`config.mk`:
```
export PLATFORM = sky130hd
export DESIGN_NAME = sec_serial_eeprom_controller
export DESIGN_NICKNAME = d
export VERILOG_FILES = /design/src/sec_pkg.sv /design/src/sec_serial_eeprom_controller.sv
export VERILOG_INCLUDE_DIRS = /design/src
export SDC_FILE = /design/constraint.sdc
export NUM_CORES = 1
export LEC_CHECK = 0
export BUFFER_PORTS_ARGS = -buffer_cell sky130_fd_sc_hd__buf_2
export CAP_MARGIN = 25
export CORE_MARGIN = 2
export CORE_UTILIZATION = 49
export DETAILED_ROUTE_END_ITERATION = 6
export PLACE_DENSITY = 0.69
export SETUP_SLACK_MARGIN = 0.15
export SLEW_MARGIN = 5
export SYNTH_ARGS = -nofsm -noshare
export SYNTH_HDL_FRONTEND = slang
export SYNTH_SLANG_ARGS = --single-unit
```
`constraint.sdc`:
```
create_clock -name aclk -period 3.2 [get_ports aclk]
set_input_delay 0.32 -clock aclk [delete_from_list [all_inputs] [get_ports aclk]]
set_output_delay 0.32 -clock aclk [all_outputs]
set_load 0.1 [all_outputs]
```
`src/sec_defines.svh`:
```
// Offsets, field positions, reset values and timing counts of the serial EEPROM controller
`ifndef SEC_DEFINES_SVH
`define SEC_DEFINES_SVH

`define SEC_OFS_CMD      32'h100000d0
`define SEC_OFS_RDDATA   32'h100000d4
`define SEC_OFS_MAC1     32'h100000d8
`define SEC_OFS_MAC2     32'h100000dc
`define SEC_OFS_MAC3     32'h100000e0

`define SEC_CMD_DATA_MSB 31
`define SEC_CMD_DATA_LSB 16
`define SEC_CMD_OP_MSB   8
`define SEC_CMD_OP_LSB   6
`define SEC_CMD_ADR_MSB  5
`define SEC_BUSY_BIT     31

`define SEC_BUSY_RST     1'b1
`define SEC_REG_RST      32'h00000000
`define SEC_WORD_RST     16'h0000
`define SEC_SIGNATURE    16'ha5a5
`define SEC_AL_LAST      3'h6

`define SEC_OP_READ      3'h6
`define SEC_OP_ERASE     3'h7
`define SEC_OP_WRITE     3'h5
`define SEC_OP_EXT       3'h4
`define SEC_SUB_WR_OFF   2'h0
`define SEC_SUB_WR_ALL   2'h1
`define SEC_SUB_ER_ALL   2'h2
`define SEC_SUB_WR_ON    2'h3

`define SEC_HDR_BITS     5'd10
`define SEC_FULL_BITS    5'd26

`define SEC_RESP_OKAY    2'h0
`define SEC_RESP_SLVERR  2'h2

`define SEC_CLK_NS       100
`define SEC_SK_HALF_NS   400
`define SEC_SK_HALF_CYC  ((`SEC_SK_HALF_NS + `SEC_CLK_NS - 1) / `SEC_CLK_NS)

`endif

```
`src/sec_pkg.sv`:
```
// Types shared by the serial EEPROM controller
package sec_pkg;

  typedef enum logic [2:0] {
    SEC_ST_IDLE  = 3'h0,
    SEC_ST_SHIFT = 3'h1,
    SEC_ST_GAP   = 3'h3,
    SEC_ST_POLL  = 3'h2,
    SEC_ST_FIN   = 3'h6
  } sec_state_t;

endpackage

```
`src/sec_serial_eeprom_controller.sv`:
```
// AXI4-Lite serial EEPROM controller with power-up station address load
`timescale 1ns/100ps
`include "sec_defines.svh"

// How it works
// - A command write carries 3-bit opcode and 6-bit address; engine runs it serially.
// - A read command stores the fetched word in bits 15:0 of read data.
// - Busy bit 31 reads 1 during a read, cleared once the word is stored.
// - Busy also reads 1 throughout the power-up load, then drops to 0.
// - Opcodes 110 read, 111 erase, 101 write the addressed single word.
// - Opcode 100: 10xxxx erase all, 01xxxx write all, 00xxxx disable.
// - The power-up load runs exactly once after reset, without software.
// - Load reads word 00H; on signature A5A5H copies words 01H to 06H.
// - Odd words fill bits 15:0, following even words bits 31:16, in turn.
// - Command register is write-only, resets to zero, bits 15:9 ignored.
// - Busy resets to 1; read data and address registers reset to 0.
module sec_serial_eeprom_controller #(
  parameter int SK_HALF = `SEC_SK_HALF_CYC,
  parameter int DEPTH   = 2
) (
  input  wire logic        aclk,
  input  wire logic        aresetn,
  input  wire logic [31:0] s_axi_awaddr,
  input  wire logic [2:0]  s_axi_awprot,
  input  wire logic        s_axi_awvalid,
  output wire logic        s_axi_awready,
  input  wire logic [31:0] s_axi_wdata,
  input  wire logic [3:0]  s_axi_wstrb,
  input  wire logic        s_axi_wvalid,
  output wire logic        s_axi_wready,
  output wire logic [1:0]  s_axi_bresp,
  output wire logic        s_axi_bvalid,
  input  wire logic        s_axi_bready,
  input  wire logic [31:0] s_axi_araddr,
  input  wire logic [2:0]  s_axi_arprot,
  input  wire logic        s_axi_arvalid,
  output wire logic        s_axi_arready,
  output wire logic [31:0] s_axi_rdata,
  output wire logic [1:0]  s_axi_rresp,
  output wire logic        s_axi_rvalid,
  input  wire logic        s_axi_rready,
  output wire logic        ee_cs,
  output wire logic        ee_sk,
  output wire logic        ee_sdo,
  input  wire logic        ee_sdi
);
  localparam int PW = $clog2(DEPTH);
  localparam int FW = 25;

  if (SK_HALF < 1 || SK_HALF > 255 || DEPTH < 2 || (DEPTH & (DEPTH - 1)) != 0) begin : g_bad
    $error("sec: unsupported SK_HALF or DEPTH");
  end

  sec_pkg::sec_state_t state_ff;
  logic              sdi_meta_ff;
  logic              sdi_s_ff;
  logic              aw_hold_ff;
  logic              w_hold_ff;
  logic              bvalid_ff;
  logic [1:0]        bresp_ff;
  logic [31:0]       awaddr_ff;
  logic [31:0]       wdata_ff;
  logic              rvalid_ff;
  logic [1:0]        rresp_ff;
  logic [31:0]       rdata_ff;
  logic [FW-1:0]     fifo_mem [DEPTH];
  logic [PW-1:0]     wptr_ff;
  logic [PW-1:0]     rptr_ff;
  logic [PW:0]       cnt_ff;
  logic [25:0]       sh_ff;
  logic [4:0]        nbits_ff;
  logic [4:0]        bcnt_ff;
  logic [7:0]        ph_ff;
  logic [15:0]       rx_ff;
  logic              sk_ff;
  logic              cs_ff;
  logic              rd_ff;
  logic              poll_ff;
  logic              al_cur_ff;
  logic              al_active_ff;
  logic [2:0]        al_idx_ff;
  logic [31:0]       mac_ff [3];
  logic [15:0]       rd_data_ff;
  logic              busy_ff;

  function automatic logic has_data(input logic [2:0] op, input logic [5:0] adr);
    return op == `SEC_OP_WRITE || (op == `SEC_OP_EXT && adr[5:4] == `SEC_SUB_WR_ALL);
  endfunction

  function automatic logic needs_poll(input logic [2:0] op, input logic [5:0] adr);
    return op == `SEC_OP_WRITE || op == `SEC_OP_ERASE ||
           (op == `SEC_OP_EXT && (adr[5:4] == `SEC_SUB_ER_ALL || adr[5:4] == `SEC_SUB_WR_ALL));
  endfunction

  // Serial input synchroniser
  always_ff @(posedge aclk) begin
    if (!aresetn) begin
      sdi_meta_ff <= 1'b0;
      sdi_s_ff    <= 1'b0;
    end else begin
      sdi_meta_ff <= ee_sdi;
      sdi_s_ff    <= sdi_meta_ff;
    end
  end

  // AXI write channel
  logic fifo_ready;
  logic is_cmd;
  logic wr_map;
  logic wr_go;
  logic push;
  assign fifo_ready    = cnt_ff != (PW + 1)'(DEPTH);
  assign is_cmd        = awaddr_ff == `SEC_OFS_CMD;
  assign wr_map        = is_cmd || awaddr_ff == `SEC_OFS_RDDATA || awaddr_ff == `SEC_OFS_MAC1 ||
                         awaddr_ff == `SEC_OFS_MAC2 || awaddr_ff == `SEC_OFS_MAC3;
  assign wr_go         = aw_hold_ff && w_hold_ff && !bvalid_ff && (!is_cmd || fifo_ready);
  assign push          = wr_go && is_cmd;
  assign s_axi_awready = !aw_hold_ff;
  assign s_axi_wready  = !w_hold_ff;
  assign s_axi_bvalid  = bvalid_ff;
  assign s_axi_bresp   = bresp_ff;

  always_ff @(posedge aclk) begin
    if (!aresetn) begin
      aw_hold_ff <= 1'b0;
      w_hold_ff  <= 1'b0;
      awaddr_ff  <= `SEC_REG_RST;
      wdata_ff   <= `SEC_REG_RST;
    end else begin
      if (wr_go) begin
        aw_hold_ff <= 1'b0;
      end else if (s_axi_awvalid && !aw_hold_ff) begin
        aw_hold_ff <= 1'b1;
        awaddr_ff  <= s_axi_awaddr;
      end
      if (wr_go) begin
        w_hold_ff <= 1'b0;
      end else if (s_axi_wvalid && !w_hold_ff) begin
        w_hold_ff <= 1'b1;
        wdata_ff  <= s_axi_wdata;
      end
    end
  end

  always_ff @(posedge aclk) begin
    if (!aresetn) begin
      bvalid_ff <= 1'b0;
      bresp_ff  <= `SEC_RESP_OKAY;
    end else if (wr_go) begin
      bvalid_ff <= 1'b1;
      bresp_ff  <= wr_map ? `SEC_RESP_OKAY : `SEC_RESP_SLVERR;
    end else if (s_axi_bready) begin
      bvalid_ff <= 1'b0;
    end
  end

  // AXI read channel
  assign s_axi_arready = !rvalid_ff;
  assign s_axi_rvalid  = rvalid_ff;
  assign s_axi_rdata   = rdata_ff;
  assign s_axi_rresp   = rresp_ff;

  always_ff @(posedge aclk) begin
    if (!aresetn) begin
      rvalid_ff <= 1'b0;
      rresp_ff  <= `SEC_RESP_OKAY;
      rdata_ff  <= `SEC_REG_RST;
    end else if (s_axi_arvalid && !rvalid_ff) begin
      rvalid_ff <= 1'b1;
      rresp_ff  <= `SEC_RESP_OKAY;
      unique case (s_axi_araddr)
        `SEC_OFS_CMD:    rdata_ff <= `SEC_REG_RST;
        `SEC_OFS_RDDATA: rdata_ff <= {busy_ff, 15'h0000, rd_data_ff};
        `SEC_OFS_MAC1:   rdata_ff <= mac_ff[0];
        `SEC_OFS_MAC2:   rdata_ff <= mac_ff[1];
        `SEC_OFS_MAC3:   rdata_ff <= mac_ff[2];
        default: begin
          rdata_ff <= `SEC_REG_RST;
          rresp_ff <= `SEC_RESP_SLVERR;
        end
      endcase
    end else if (s_axi_rready) begin
      rvalid_ff <= 1'b0;
    end
  end

  // Two-entry command buffer; bits 15:9 dropped
  logic start_al;
  logic pop;
  logic [2:0]  sel_op;
  logic [5:0]  sel_adr;
  logic [15:0] sel_dat;
  assign start_al = state_ff == sec_pkg::SEC_ST_IDLE && al_active_ff;
  assign pop      = state_ff == sec_pkg::SEC_ST_IDLE && !al_active_ff && cnt_ff != '0;
  assign sel_op   = start_al ? `SEC_OP_READ : fifo_mem[rptr_ff][8:6];
  assign sel_adr  = start_al ? {3'h0, al_idx_ff} : fifo_mem[rptr_ff][5:0];
  assign sel_dat  = start_al ? `SEC_WORD_RST : fifo_mem[rptr_ff][24:9];

  always_ff @(posedge aclk) begin
    if (push) begin
      fifo_mem[wptr_ff] <= {wdata_ff[`SEC_CMD_DATA_MSB:`SEC_CMD_DATA_LSB],
                            wdata_ff[`SEC_CMD_OP_MSB:0]};
    end
  end

  always_ff @(posedge aclk) begin
    if (!aresetn) begin
      wptr_ff <= '0;
      rptr_ff <= '0;
      cnt_ff  <= '0;
    end else begin
      wptr_ff <= wptr_ff + PW'(push);
      rptr_ff <= rptr_ff + PW'(pop);
      cnt_ff  <= cnt_ff + (PW + 1)'(push) - (PW + 1)'(pop);
    end
  end

  // Serial engine
  logic tick;
  assign tick   = ph_ff == 8'(SK_HALF - 1);
  assign ee_cs  = cs_ff;
  assign ee_sk  = sk_ff;
  assign ee_sdo = sh_ff[25];

  always_ff @(posedge aclk) begin
    if (!aresetn) begin
      state_ff  <= sec_pkg::SEC_ST_IDLE;
      sh_ff     <= '0;
      nbits_ff  <= `SEC_HDR_BITS;
      bcnt_ff   <= '0;
      ph_ff     <= '0;
      rx_ff     <= `SEC_WORD_RST;
      sk_ff     <= 1'b0;
      cs_ff     <= 1'b0;
      rd_ff     <= 1'b0;
      poll_ff   <= 1'b0;
      al_cur_ff <= 1'b0;
    end else begin
      unique case (state_ff)
        sec_pkg::SEC_ST_IDLE: begin
          if (start_al || pop) begin
            sh_ff     <= {1'b1, sel_op, sel_adr,
                          sel_op == `SEC_OP_READ ? `SEC_WORD_RST : sel_dat};
            nbits_ff  <= (has_data(sel_op, sel_adr) || sel_op == `SEC_OP_READ) ?
                         `SEC_FULL_BITS : `SEC_HDR_BITS;
            rd_ff     <= sel_op == `SEC_OP_READ;
            poll_ff   <= needs_poll(sel_op, sel_adr);
            al_cur_ff <= start_al;
            bcnt_ff   <= '0;
            ph_ff     <= '0;
            cs_ff     <= 1'b1;
            state_ff  <= sec_pkg::SEC_ST_SHIFT;
          end
        end
        sec_pkg::SEC_ST_SHIFT: begin
          ph_ff <= tick ? 8'h00 : ph_ff + 8'h01;
          if (tick && !sk_ff) begin
            sk_ff <= 1'b1;
          end else if (tick) begin
            sk_ff <= 1'b0;
            if (rd_ff && bcnt_ff >= `SEC_HDR_BITS) begin
              rx_ff <= {rx_ff[14:0], sdi_s_ff};
            end
            if (bcnt_ff == nbits_ff - 5'd1) begin
              cs_ff    <= 1'b0;
              state_ff <= poll_ff ? sec_pkg::SEC_ST_GAP : sec_pkg::SEC_ST_FIN;
            end else begin
              bcnt_ff <= bcnt_ff + 5'd1;
              sh_ff   <= {sh_ff[24:0], 1'b0};
            end
          end
        end
        sec_pkg::SEC_ST_GAP: begin
          ph_ff <= tick ? 8'h00 : ph_ff + 8'h01;
          if (tick) begin
            cs_ff    <= 1'b1;
            state_ff <= sec_pkg::SEC_ST_POLL;
          end
        end
        sec_pkg::SEC_ST_POLL: begin
          // Synchroniser still holds samples taken before select rose
          if (ph_ff != 8'h02) begin
            ph_ff <= ph_ff + 8'h01;
          end else if (sdi_s_ff) begin
            cs_ff    <= 1'b0;
            state_ff <= sec_pkg::SEC_ST_FIN;
          end
        end
        sec_pkg::SEC_ST_FIN: begin
          state_ff <= sec_pkg::SEC_ST_IDLE;
        end
        default: begin
          cs_ff    <= 1'b0;
          sk_ff    <= 1'b0;
          state_ff <= sec_pkg::SEC_ST_IDLE;
        end
      endcase
    end
  end

  // Power-up load of the station address registers
  logic       fin;
  logic [1:0] widx;
  assign fin  = state_ff == sec_pkg::SEC_ST_FIN;
  assign widx = 2'((al_idx_ff - 3'h1) >> 1);

  always_ff @(posedge aclk) begin
    if (!aresetn) begin
      al_active_ff <= 1'b1;
      al_idx_ff    <= 3'h0;
      mac_ff[0]    <= `SEC_REG_RST;
      mac_ff[1]    <= `SEC_REG_RST;
      mac_ff[2]    <= `SEC_REG_RST;
    end else if (fin && al_cur_ff) begin
      if (al_idx_ff == 3'h0) begin
        if (rx_ff != `SEC_SIGNATURE) begin
          al_active_ff <= 1'b0;
          mac_ff[0]    <= `SEC_REG_RST;
          mac_ff[1]    <= `SEC_REG_RST;
          mac_ff[2]    <= `SEC_REG_RST;
        end else begin
          al_idx_ff <= 3'h1;
        end
      end else begin
        if (al_idx_ff[0]) begin
          mac_ff[widx][15:0] <= rx_ff;
        end else begin
          mac_ff[widx][31:16] <= rx_ff;
        end
        if (al_idx_ff == `SEC_AL_LAST) begin
          al_active_ff <= 1'b0;
        end else begin
          al_idx_ff <= al_idx_ff + 3'h1;
        end
      end
    end
  end

  // Read data and busy flag
  always_ff @(posedge aclk) begin
    if (!aresetn) begin
      rd_data_ff <= `SEC_WORD_RST;
    end else if (fin && rd_ff && !al_cur_ff) begin
      rd_data_ff <= rx_ff;
    end
  end

  always_ff @(posedge aclk) begin
    if (!aresetn) begin
      busy_ff <= `SEC_BUSY_RST;
    end else begin
      busy_ff <= push || al_active_ff || state_ff != sec_pkg::SEC_ST_IDLE ||
                 cnt_ff != '0;
    end
  end
endmodule // sec_serial_eeprom_controller

```
==> flow_summary_export.csv, run 1 <==
group,metric,value,unit
setup_path,crit_type,"flip-flop to flip-flop",
cts,ctsHtreeMaxLevel,2,
cts,clock-root-buffer,"sky130_fd_sc_hd__clkbuf_16",
grt,grt_util_all_layers,0.199,
drt,route.antenna.remaining_nets,0,
pwr,irDropWorstVdd,0.000478,V
drt,first_pass_detailed_route_iteration_total,5,
logic_synthesis,area_fraction_in_compound_gates_after_synthesis,0.138,
placed_design,routabilityCongestion,0.808,
cts,clkSlewWorstSetupHoldPaths,0.06,ns
sta,hold_violation_total_from_the_final_report,0,
logic_synthesis,number_of_enable_type_register_cells_in_the_synthesized_netlist,146,
floorplan,coreArea,27800,µm²
logic_synthesis,prevailing_post_synth_register_cell,"sky130_fd_sc_hd__dfxtp_1",
finish,finalNetCount,1563,
worst_hold_path,hold-path-cell-count,2,
sta,clock-skew-final,0.0264,ns
drt,detail_route.iter0.violations,564,
logic_synthesis,netlist_area,13800,µm²
drt,vias,9802,
grt,grt_pass1_vias,9568,
finish,final_common_cell,"sky130_fd_sc_hd__nand2_1",
drt,detail_route.drc_violations,0,
placed_design,port_buffers,138,
setup_path,cpPeakStageDelay,0.91,ns
grt,grt_first_pass_wirelength,47300,µm
grt,global_route.overflow_total,0,
sta,finalHoldWorstSlack,0.0330,ns
setup_path,crit_arrival,2.97,ns
drt,drt-vias-per-instance,5.32,
floorplan,initial_utilization,0.498,
setup_path,crit_path_start_kind,"flip-flop",
logic_synthesis,ys_ff_latch,333,
worst_hold_path,min_path_type,"input pin to flip-flop",
logic_synthesis,synthDistinctLibCells,69,
logic_synthesis,yosys.area_share.xor_xnor,0.00696,
cts,number_of_buffers_inserted_during_clock_tree_synthesis,36,
sta,slew_viol_final,0,
run_status,outcome,"complete, no violations",
logic_synthesis,synth-seq-area-share,0.587,
setup_path,critPathTopFamily,"simple AND/OR/NAND/NOR gates",
setup_path,crit_chain,"ha_1, nor3b_1, nand2_1, or4_1, nand2_1, a21oi_1",
grt,grtUsageMet3,0.0343,
logic_synthesis,yosysWarnings,0,
finish,layout.cell_area.non_filler,16200,µm²
setup_path,cp_num_buf_inv,0,
sta,report.final.setup_viol,0,
cts,clk-insertion-delay-late,0.52,ns
grt,grt_antenna_before_repair,0,
grt,use_met1,0.253,
setup_path,reg2regPathDepth,6,
floorplan,floorplan.rows,61,
placed_design,place_area,15000,µm²
finish,postLayoutCoreUtil,0.583,
cts,clock_path_buffers,3,
sta,period_share,0.806,
floorplan,design.portCount,158,
finish,mostFrequentLayoutCells,"sky130_fd_sc_hd__nand2_1 (202), sky130_fd_sc_hd__dfxtp_1 (187), sky130_fd_sc_hd__a21oi_1 (150)",
setup_path,critical_path_depth,6,
logic_synthesis,netlist_instances,1305,
cts,cts.sink_count,333,
logic_synthesis,dominant_combinational_cell_family_by_area_after_synthesis,"simple AND/OR/NAND/NOR gates",
placed_design,place_hpwl,19200,µm
finish,final_layout_size_suffix_gt1_frac,0.208,
setup_path,end_kind,"flip-flop",
sta,maximum_achievable_frequency,388,MHz
pwr,power.density_cell_area,671,nW/µm²
finish,flow.area_growth_from_synthesis,17.1,%
sta,fin_setup_tns,0,ns
run,drv.max_cap_violation_count,0,
floorplan,die_area,29600,µm²
logic_synthesis,synth_mux_area_frac,0.0460,
drt,routed_wire_length_per_instance,15.9,µm
logic_synthesis,postSynth.asyncResetShare,0,
grt,grt_max_degree,43,
logic_synthesis,synth_area_per_cell,10.6,µm²
cts,clock_tree_from_tritoncts,"built",
grt,grt-busiest-layer,"met2",
setup_path,critical-path-slowest-cell,"sky130_fd_sc_hd__or4_1",
grt,grt_use_met2,0.347,
finish,antennaDiodeCount,0,
logic_synthesis,synth_adder_area_share,0.0108,
sta,min_tclk_post_route,2.58,ns
pwr,cellLeakagePower,0.00601,µW
setup_path,critical_path_required,3.59,ns
logic_synthesis,synth_simple_gate_area_share,0.179,
sta,slew-limit-headroom,0.305,
sta,worst_pin_slew,1.04,ns
floorplan,die_x,172,µm
floorplan,die_height,172,µm
drt,routed_wl,29300,µm
setup_path,crit_fanout,16,
setup_path,cp_common_cell,"sky130_fd_sc_hd__nand2_1",
sta,rsz0062_at_grt,"false",
## metrics by stage
step / instances / total power [µW] / setup slack [ns]
after CTS: 1842 / 11000 / 0.634
final: 1843 / 10900 / 0.619
after floorplan: 1306 / 6360 / 0.250
after global routing: 1843 / 11400 / 0.428
after detailed placement: 1775 / 6750 / 0.654
after global placement: 1775 / 6720 / 0.684
## power by group
group | total [µW] | switching (µW) | internal [µW]
logic | 1810 | 1140 | 670
clock network | 4210 | 1660 | 2560
registers | 4850 | 169 | 4690
## state kept, by name, summed over array words and instances (netlist names), 2 cells and up, named ones only
name	flops
awaddr_ff	32
ph_ff	8
al_idx_ff	3
mac_ff	96
state_ff	3
bcnt_ff	5
rx_ff	16
cnt_ff	2
sh_ff	26
rd_data_ff	16
wdata_ff	25
fifo_mem	50
s_axi_rdata	32
## cells by family (layout without fill, tap and decap cells)
kind of cell,after synthesis,after routing
other,1,2
buffers and inverters,107,266
AOI/OAI and AO/OA,291,291
adders and majority gates,12,12
muxes,61,61
DFF,333,333
xor gates and xnor gates,11,11
and+or+nand+nor,489,489
## Yosys cell counts, drive strengths merged, types with 5 or more instances
| cell | n | area share |
|---|---|---|
| a211oi | 24 | 0.020 |
| o21ai | 36 | 0.013 |
| a22oi | 19 | 0.010 |
| clkbuf | 64 | 0.017 |
| nand4 | 11 | 0.0050 |
| a222oi | 15 | 0.011 |
| nand2 | 203 | 0.056 |
| nor3 | 14 | 0.0054 |
| inv | 18 | 0.0049 |
| or3 | 8 | 0.0036 |
| xnor2 | 6 | 0.0038 |
| buf | 25 | 0.0099 |
| mux2 | 21 | 0.017 |
| a22o | 17 | 0.011 |
| nor2b | 10 | 0.0045 |
| nor4b | 8 | 0.0051 |
| xor2 | 5 | 0.0032 |
| edfxtp | 146 | 0.32 |
| nand3 | 11 | 0.0040 |
| nor4 | 15 | 0.0090 |
| nor2 | 76 | 0.021 |
| or4b | 6 | 0.0043 |
| mux2i | 40 | 0.029 |
| a21oi | 150 | 0.054 |
| dfxtp | 187 | 0.27 |
| and2 | 102 | 0.046 |
| ha | 12 | 0.011 |
## what timing repair did
action,CTS,global route
gates resized for setup,0,0
endpoints found under the hold margin,1,0
hold buffers,1,0
buffers inserted,0,0
## final timing paths
check | endpoint | slack (ns) | start
max reg2reg | rx_ff[13]$_SDFFE_PN0P_ | 0.62 | ph_ff[1]$_SDFFE_PN0P_
max | rx_ff[13]$_SDFFE_PN0P_ | 0.62 | ph_ff[1]$_SDFFE_PN0P_
min | sdi_meta_ff$_SDFF_PN0_ | 0.03 | ee_sdi
min reg2reg | sdi_s_ff$_SDFF_PN0_ | 0.44 | sdi_meta_ff$_SDFF_PN0_
## layer usage
layer / vias up / wire [µm]
li1: 4930 / -
met1: 4595 / 13000
met2: 228 / 14200
met3: 49 / 1480
met4: 0 / 669
met5: - / 0
## worst reg2reg max path, delay by kind of cell, from the launching register on
family          cells  cell delay [ns]
compound gates      1             0.08
simple gates        4             1.77
flops               1             0.38
fa+ha+maj           1             0.24
## area by class of cell
type                       count  area (µm²)
clock buffer                  43         958
clock inverter                23         254
fill                        2420       11600
inverter                      18        70.1
multi-input combinational    866        5290
sequential                   333        8130
tap                          378         473
timing repair buffer         182        1030
No activity file was read; power rests on OpenSTA's default activity.
==> run 2: changes to the inputs <==
==> constraint.sdc (replaced) <==
create_clock -name aclk -period 2.15 [get_ports aclk]
set_input_delay 0.215 -clock aclk [delete_from_list [all_inputs] [get_ports aclk]]
set_output_delay 0.215 -clock aclk [all_outputs]
set_load 0.1 [all_outputs]
==> run 2 against run 1 <==
The run now ends with negative setup slack left. Wire length rose by 12%. Clock power rose by 38%. First-iteration DRC count rose by 24%. Worst setup slack got worse by 0.78 ns. Power rose by 56%. Sequential power rose by 49%. Non-clock buffer count rose by 144. Global-route usage rose by 1.6 points. Highest routed layer unchanged.
==> flow_summary_export.csv, run 2 (synthesis results as in run 1) <==
group,metric,value,unit
finish,final_common_cell,"sky130_fd_sc_hd__nand2_1",
finish,antennaDiodeCount,0,
setup_path,r2r_start,"awaddr_ff[2]$_SDFFE_PN0P_",
finish,largest_register_ff_count,96,
setup_path,crit_chain,"or4b_4, nor2b_1, or4b_4, xnor2_2, ha_2, xnor2_2, a21o_1, a21oi_1",
finish,finalNetCount,1709,
cts,number_of_buffers_inserted_during_clock_tree_synthesis,35,
sta,rsz0062_at_grt,"true",
setup_path,crit_fanout,4,
setup_path,cpPeakStageDelay,0.54,ns
worst_hold_path,min_path_type,"input pin to flip-flop",
cts,clock_tree_from_tritoncts,"built",
finish,flow.area_growth_from_synthesis,30.5,%
setup_path,crit_path_start_kind,"flip-flop",
floorplan,coreArea,27800,µm²
sta,slew-limit-headroom,0.605,
setup_path,crit_type,"flip-flop to flip-flop",
drt,routed_wl,32900,µm
cts,cts.sink_count,333,
setup_path,worst_r2r_endpoint,"cnt_ff[1]$_SDFF_PN0_",
grt,grt_first_pass_wirelength,50600,µm
grt,grt_pass1_vias,10129,
setup_path,reg2regPathDepth,8,
cts,clk-insertion-delay-late,0.51,ns
finish,final_layout_size_suffix_gt1_frac,0.277,
drt,route.antenna.remaining_nets,0,
finish,layout_top_registers,"mac_ff: 96 flops, fifo_mem: 50 flops",
run_status,outcome,"finished, violations left",
floorplan,die_area,29600,µm²
sta,postLayoutSetupSlackWorst,-0.161,ns
drt,routed_wire_length_per_instance,16.6,µm
sta,hold_violation_total_from_the_final_report,0,
sta,report.final.setup_viol,52,
drt,drt-vias-per-instance,5.38,
cts,ctsHtreeMaxLevel,2,
cts,clkSlewWorstSetupHoldPaths,0.06,ns
sta,fin_setup_tns,-4.46,ns
placed_design,place_hpwl,20000,µm
placed_design,dpl_worst_slack,-0.279,ns
sta,min_tclk_post_route,2.31,ns
floorplan,floorplan.rows,61,
finish,top_register,"mac_ff",
floorplan,initial_utilization,0.498,
sta,worst_pin_slew,0.588,ns
finish,mostFrequentLayoutCells,"sky130_fd_sc_hd__nand2_1 (199), sky130_fd_sc_hd__dfxtp_1 (178), sky130_fd_sc_hd__edfxtp_1 (146)",
sta,clock-skew-final,0.0164,ns
pwr,irDropWorstVdd,0.000652,V
setup_path,critical_path_required,2.58,ns
pwr,power.density_cell_area,941,nW/µm²
placed_design,routabilityCongestion,0.796,
placed_design,placed_cells_incl_taps,1832,
setup_path,critical_path_depth,8,
setup_path,crit_arrival,2.74,ns
setup_path,critical-path-slowest-cell,"sky130_fd_sc_hd__or4b_4",
pwr,cellLeakagePower,0.00682,µW
floorplan,die_x,172,µm
cts,clock_path_buffers,3,
setup_path,end_kind,"flip-flop",
drt,vias,10689,
floorplan,design.portCount,158,
drt,first_pass_detailed_route_iteration_total,5,
grt,grt_antenna_before_repair,0,
finish,finish.cell_count_without_fillers,1986,
setup_path,crit_path_end,"cnt_ff[1]$_SDFF_PN0_",
floorplan,die_height,172,µm
sta,period_share,1.08,
drt,detail_route.drc_violations,0,
run,drv.max_cap_violation_count,0,
grt,grt_util_all_layers,0.215,
placed_design,port_buffers,138,
sta,maximum_achievable_frequency,433,MHz
grt,grt_max_degree,93,
grt,global_route.overflow_total,0,
setup_path,critPathTopFamily,"simple AND/OR/NAND/NOR gates",
cts,clock-root-buffer,"sky130_fd_sc_hd__clkbuf_16",
setup_path,cp_num_buf_inv,0,
setup_path,critPathLaunch,"awaddr_ff[2]$_SDFFE_PN0P_",
sta,slew_viol_final,0,
sta,finalHoldWorstSlack,0.0714,ns
run_status,violations,"negative setup slack",
setup_path,worst-r2r-setup-slack,-0.16,ns
drt,detail_route.iter0.violations,699,
finish,postLayoutCoreUtil,0.650,
==> run 2: cell count changes in the layout (fill, tap and decap cells not counted), moves of 9 or more <==
cell,change
sky130_fd_sc_hd__dfxtp_1,-9
sky130_fd_sc_hd__dlygate4sd3_1,+62
sky130_fd_sc_hd__buf_6,+11
sky130_fd_sc_hd__buf_4,+53
sky130_fd_sc_hd__buf_12,+16
==> run 2: power breakdown <==
part / internal (µW) / total, µW / leakage, µW / switching (µW)
combinational: 1770 / 3940 / 0.00327 / 2170
sequential: 6990 / 7210 / 0.00299 / 224
clock: 3430 / 5830 / 0.000560 / 2400
total: 12200 / 17000 / 0.00682 / 4800
==> run 2: final cells by class <==
type | instances | area [µm²]
clock buffer | 46 | 1010
fill | 2181 | 9730
timing repair buffer | 326 | 2550
inverter | 18 | 70.1
clock inverter | 16 | 114
sequential | 333 | 8150
multi-input combinational | 869 | 5690
tap | 378 | 473
==> run 2: worst min-delay path by stage <==
stage / start / endpoint / slack [ns] / cells past startpoint
after floorplan: s_axi_bready / s_axi_bvalid$_SDFFE_PN0P_ / 0.30 / 1
after global placement: s_axi_rready / s_axi_rvalid$_SDFFE_PN0P_ / 0.40 / 2
after detailed placement: s_axi_rready / s_axi_rvalid$_SDFFE_PN0P_ / 0.40 / 2
after CTS: aresetn / s_axi_rresp[1]$_SDFFE_PN0P_ / 0.05 / 3
after global routing: aresetn / s_axi_rresp[1]$_SDFFE_PN0P_ / 0.07 / 3
final: aresetn / s_axi_rresp[1]$_SDFFE_PN0P_ / 0.07 / 3
==> run 2: per-layer routing <==
layer | vias to the layer above | part of all wire | global-route usage
met1 | 5096 | 0.42 | 0.267
met5 | - | 0 | 0
met3 | 62 | 0.053 | 0.0348
met4 | 0 | 0.027 | 0.0731
li1 | 5218 | - | -
met2 | 313 | 0.50 | 0.380
==> run 2: stage by stage <==
step           cell area (µm²)  power (µW)
2_1_floorplan            13900        9520
3_3_place_gp             15600       10300
3_5_place_dp             15600       10300
4_1_cts                  17600       16500
5_1_grt                  18100       17700
6_report                 18100       17000
==> run 2: worst min-delay path, cell delays in order <==
cell                      delay, ns
sky130_fd_sc_hd__buf_2         0.18
sky130_fd_sc_hd__o21ai_0       0.10
sky130_fd_sc_hd__a21oi_1       0.04
==> run 2: what timing repair did <==
action / CTS / global route
gates resized for setup: 31 / 54
pin swaps: 19 / 31
setup endpoints to repair: 129 / 244
buffers inserted: 3 / 20
hold endpoints to repair: 62 / 0
gates cloned: 2 / 4
hold buffers: 63 / 0
==> run 3: changes to the inputs <==
--- a/config.mk
+++ b/config.mk
@@ -11,7 +11,7 @@
 export CORE_MARGIN = 2
 export CORE_UTILIZATION = 49
 export DETAILED_ROUTE_END_ITERATION = 6
-export PLACE_DENSITY = 0.69
+export PLACE_DENSITY_LB_ADDON = 0.05
 export SETUP_SLACK_MARGIN = 0.15
 export SLEW_MARGIN = 5
 export SYNTH_ARGS = -nofsm -noshare
==> run 3 against run 2 <==
The run ends with design-rule violations, negative setup slack left. Power increased by 6.4%. Worst setup slack got worse by 0.053 ns. Clock power increased by 9.9%. Highest routed layer unchanged. Core utilization increased by 1.7 points. Final cell count increased by 0.55%. Wire length increased by 3.4%. Critical path type unchanged. Die area unchanged. Sequential cell count unchanged. Largest cell class unchanged. Register-to-register slack got worse by 0.05 ns. Via count decreased by 1.1%.
==> flow_summary_export.csv, run 3 (synthesis results as in run 1) <==
group,metric,value,unit
floorplan,design.portCount,158,
sta,slew-limit-headroom,0.623,
sta,rsz0062_at_grt,"true",
placed_design,place_hpwl,20000,µm
floorplan,coreArea,27800,µm²
setup_path,crit_type,"flip-flop to flip-flop",
grt,grt_first_pass_wirelength,52000,µm
finish,final_layout_size_suffix_gt1_frac,0.289,
pwr,irDropWorstVdd,0.000842,V
floorplan,die_area,29600,µm²
worst_hold_path,hold_path.startpoint,"aresetn",
drt,detail_route.iter0.violations,639,
worst_hold_path,min_path_type,"input pin to flip-flop",
cts,clock_path_buffers,3,
sta,clock-skew-final,0.0133,ns
setup_path,critical-path-slowest-cell,"sky130_fd_sc_hd__or4b_4",
drt,routed_wl,34000,µm
sta,postLayoutSetupSlackWorst,-0.214,ns
grt,grt_pass1_vias,10188,
floorplan,floorplan.rows,61,
sta,report.final.setup_viol,53,
finish,mostFrequentLayoutCells,"sky130_fd_sc_hd__nand2_1 (200), sky130_fd_sc_hd__dfxtp_1 (180), sky130_fd_sc_hd__edfxtp_1 (146)",
finish,finalNetCount,1717,
setup_path,r2r_start,"awaddr_ff[2]$_SDFFE_PN0P_",
cts,cts.sink_count,333,
drt,vias,10570,
cts,clock-root-buffer,"sky130_fd_sc_hd__clkbuf_16",
setup_path,crit_chain,"or4b_4, nor2b_1, or4b_4, buf_6, inv_4, ha_4, buf_12, clkbuf_16",
grt,grt_antenna_before_repair,0,
sta,min_tclk_post_route,2.36,ns
finish,layout_top_registers,"mac_ff: 96 flops, fifo_mem: 50 flops",
finish,final_common_cell,"sky130_fd_sc_hd__nand2_1",
cts,clock_tree_from_tritoncts,"built",
floorplan,die_height,172,µm
finish,largest_register_ff_count,96,
placed_design,routabilityCongestion,0.836,
sta,slew_viol_final,0,
drt,routed_wire_length_per_instance,17.0,µm
cts,ctsHtreeMaxLevel,2,
floorplan,die_x,172,µm
cts,number_of_buffers_inserted_during_clock_tree_synthesis,37,
floorplan,initial_utilization,0.498,
cts,clk-insertion-delay-late,0.51,ns
sta,worst_pin_slew,0.563,ns
run_status,outcome,"finished, violations left",
grt,grt_util_all_layers,0.222,
sta,period_share,1.10,
pwr,cellLeakagePower,0.00696,µW
run_status,violations,"design-rule violations, negative setup slack",
finish,top_register,"mac_ff",
setup_path,cpPeakStageDelay,0.54,ns
cts,clkSlewWorstSetupHoldPaths,0.06,ns
sta,hold_violation_total_from_the_final_report,0,
finish,flow.area_growth_from_synthesis,33.9,%
placed_design,dpl_worst_slack,-0.244,ns
drt,drt-vias-per-instance,5.29,
setup_path,critical_path_required,2.38,ns
setup_path,crit_fanout,6,
placed_design,port_buffers,138,
setup_path,cp_common_cell,"sky130_fd_sc_hd__or4b_4",
drt,first_pass_detailed_route_iteration_total,7,
grt,global_route.overflow_total,0,
run,drv.max_cap_violation_count,0,
finish,antennaDiodeCount,0,
setup_path,crit_arrival,2.59,ns
sta,maximum_achievable_frequency,423,MHz
pwr,power.total,18100,µW
setup_path,end_kind,"flip-flop",
pwr,power.density_cell_area,975,nW/µm²
drt,detail_route.drc_violations,1,
setup_path,crit_path_start_kind,"flip-flop",
grt,grt_max_degree,55,
sta,fin_setup_tns,-9.54,ns
setup_path,critPathLaunch,"awaddr_ff[2]$_SDFFE_PN0P_",
drt,route.antenna.remaining_nets,0,
run 3: cell count changes in the layout (fill, tap and decap cells not counted), moves of 4 or more:
cell                        before  now
sky130_fd_sc_hd__a21oi_1       145  124
sky130_fd_sc_hd__a21oi_2         4   15
sky130_fd_sc_hd__a21oi_4         1   11
sky130_fd_sc_hd__buf_12         16   20
sky130_fd_sc_hd__buf_4          95   86
sky130_fd_sc_hd__buf_6          11   15
sky130_fd_sc_hd__clkbuf_1        3   13
sky130_fd_sc_hd__clkbuf_16      39   44
sky130_fd_sc_hd__clkinv_2        8    3
run 3: routing by layer:
layer | track usage | part of all wire
met5 | 0 | 0
met4 | 0.0570 | 0.022
met3 | 0.0311 | 0.040
met2 | 0.401 | 0.51
met1 | 0.278 | 0.43
run 3: critical path, delay by kind of cell (launching register included):
kind | cells | cell delay (ns)
simple gates | 3 | 1.13
buf+inv | 4 | 0.46
flops | 1 | 0.32
fa+ha+maj | 1 | 0.18
run 3: final timing paths:
kind,to,slack (ns),cells after the start
worst max-delay path,fifo_mem[0][8]$_DFFE_PP_,-0.21,8
worst min-delay path,s_axi_rresp[1]$_SDFFE_PN0P_,0.06,3
worst max register to register,fifo_mem[0][8]$_DFFE_PP_,-0.21,8
worst min register to register,s_axi_rdata[17]$_SDFFE_PN0P_,0.44,2
run 3: timing repair:
action	in CTS	in global routing
setup endpoints to repair	203	247
hold buffers	63	0
gates cloned	4	8
hold endpoints to repair	62	0
resized for setup	43	76
pin swaps	18	35
setup buffers	12	12
run 3: where the power goes:
part           switching, µW  leakage (µW)  internal (µW)
registers                252       0.00299           6980
clock network           2460      0.000605           3950
logic                   2440       0.00336           1990
run 3: cell type report:
type                            count  area, µm²
Clock inverter                     11        160
Multi-Input combinational cell    869       5830
Inverter                           18       72.6
Clock buffer                       56       1080
Timing Repair Buffer              332       2770
Sequential cell                   333       8140
Fill cell                        2145       9250
Tap cell                          378        473
run 3: through the flow:
stage | area [µm²] | util | hold WS, ns | cells
6_report | 18500 | 0.667 | 0.0623 | 1997
5_1_grt | 18500 | 0.667 | 0.0798 | 1997
4_1_cts | 17900 | 0.645 | 0.0479 | 1977
3_5_place_dp | 15700 | 0.564 | 0.405 | 1831
3_3_place_gp | 15700 | 0.564 | 0.404 | 1831
2_1_floorplan | 13900 | - | 0.303 | 1306
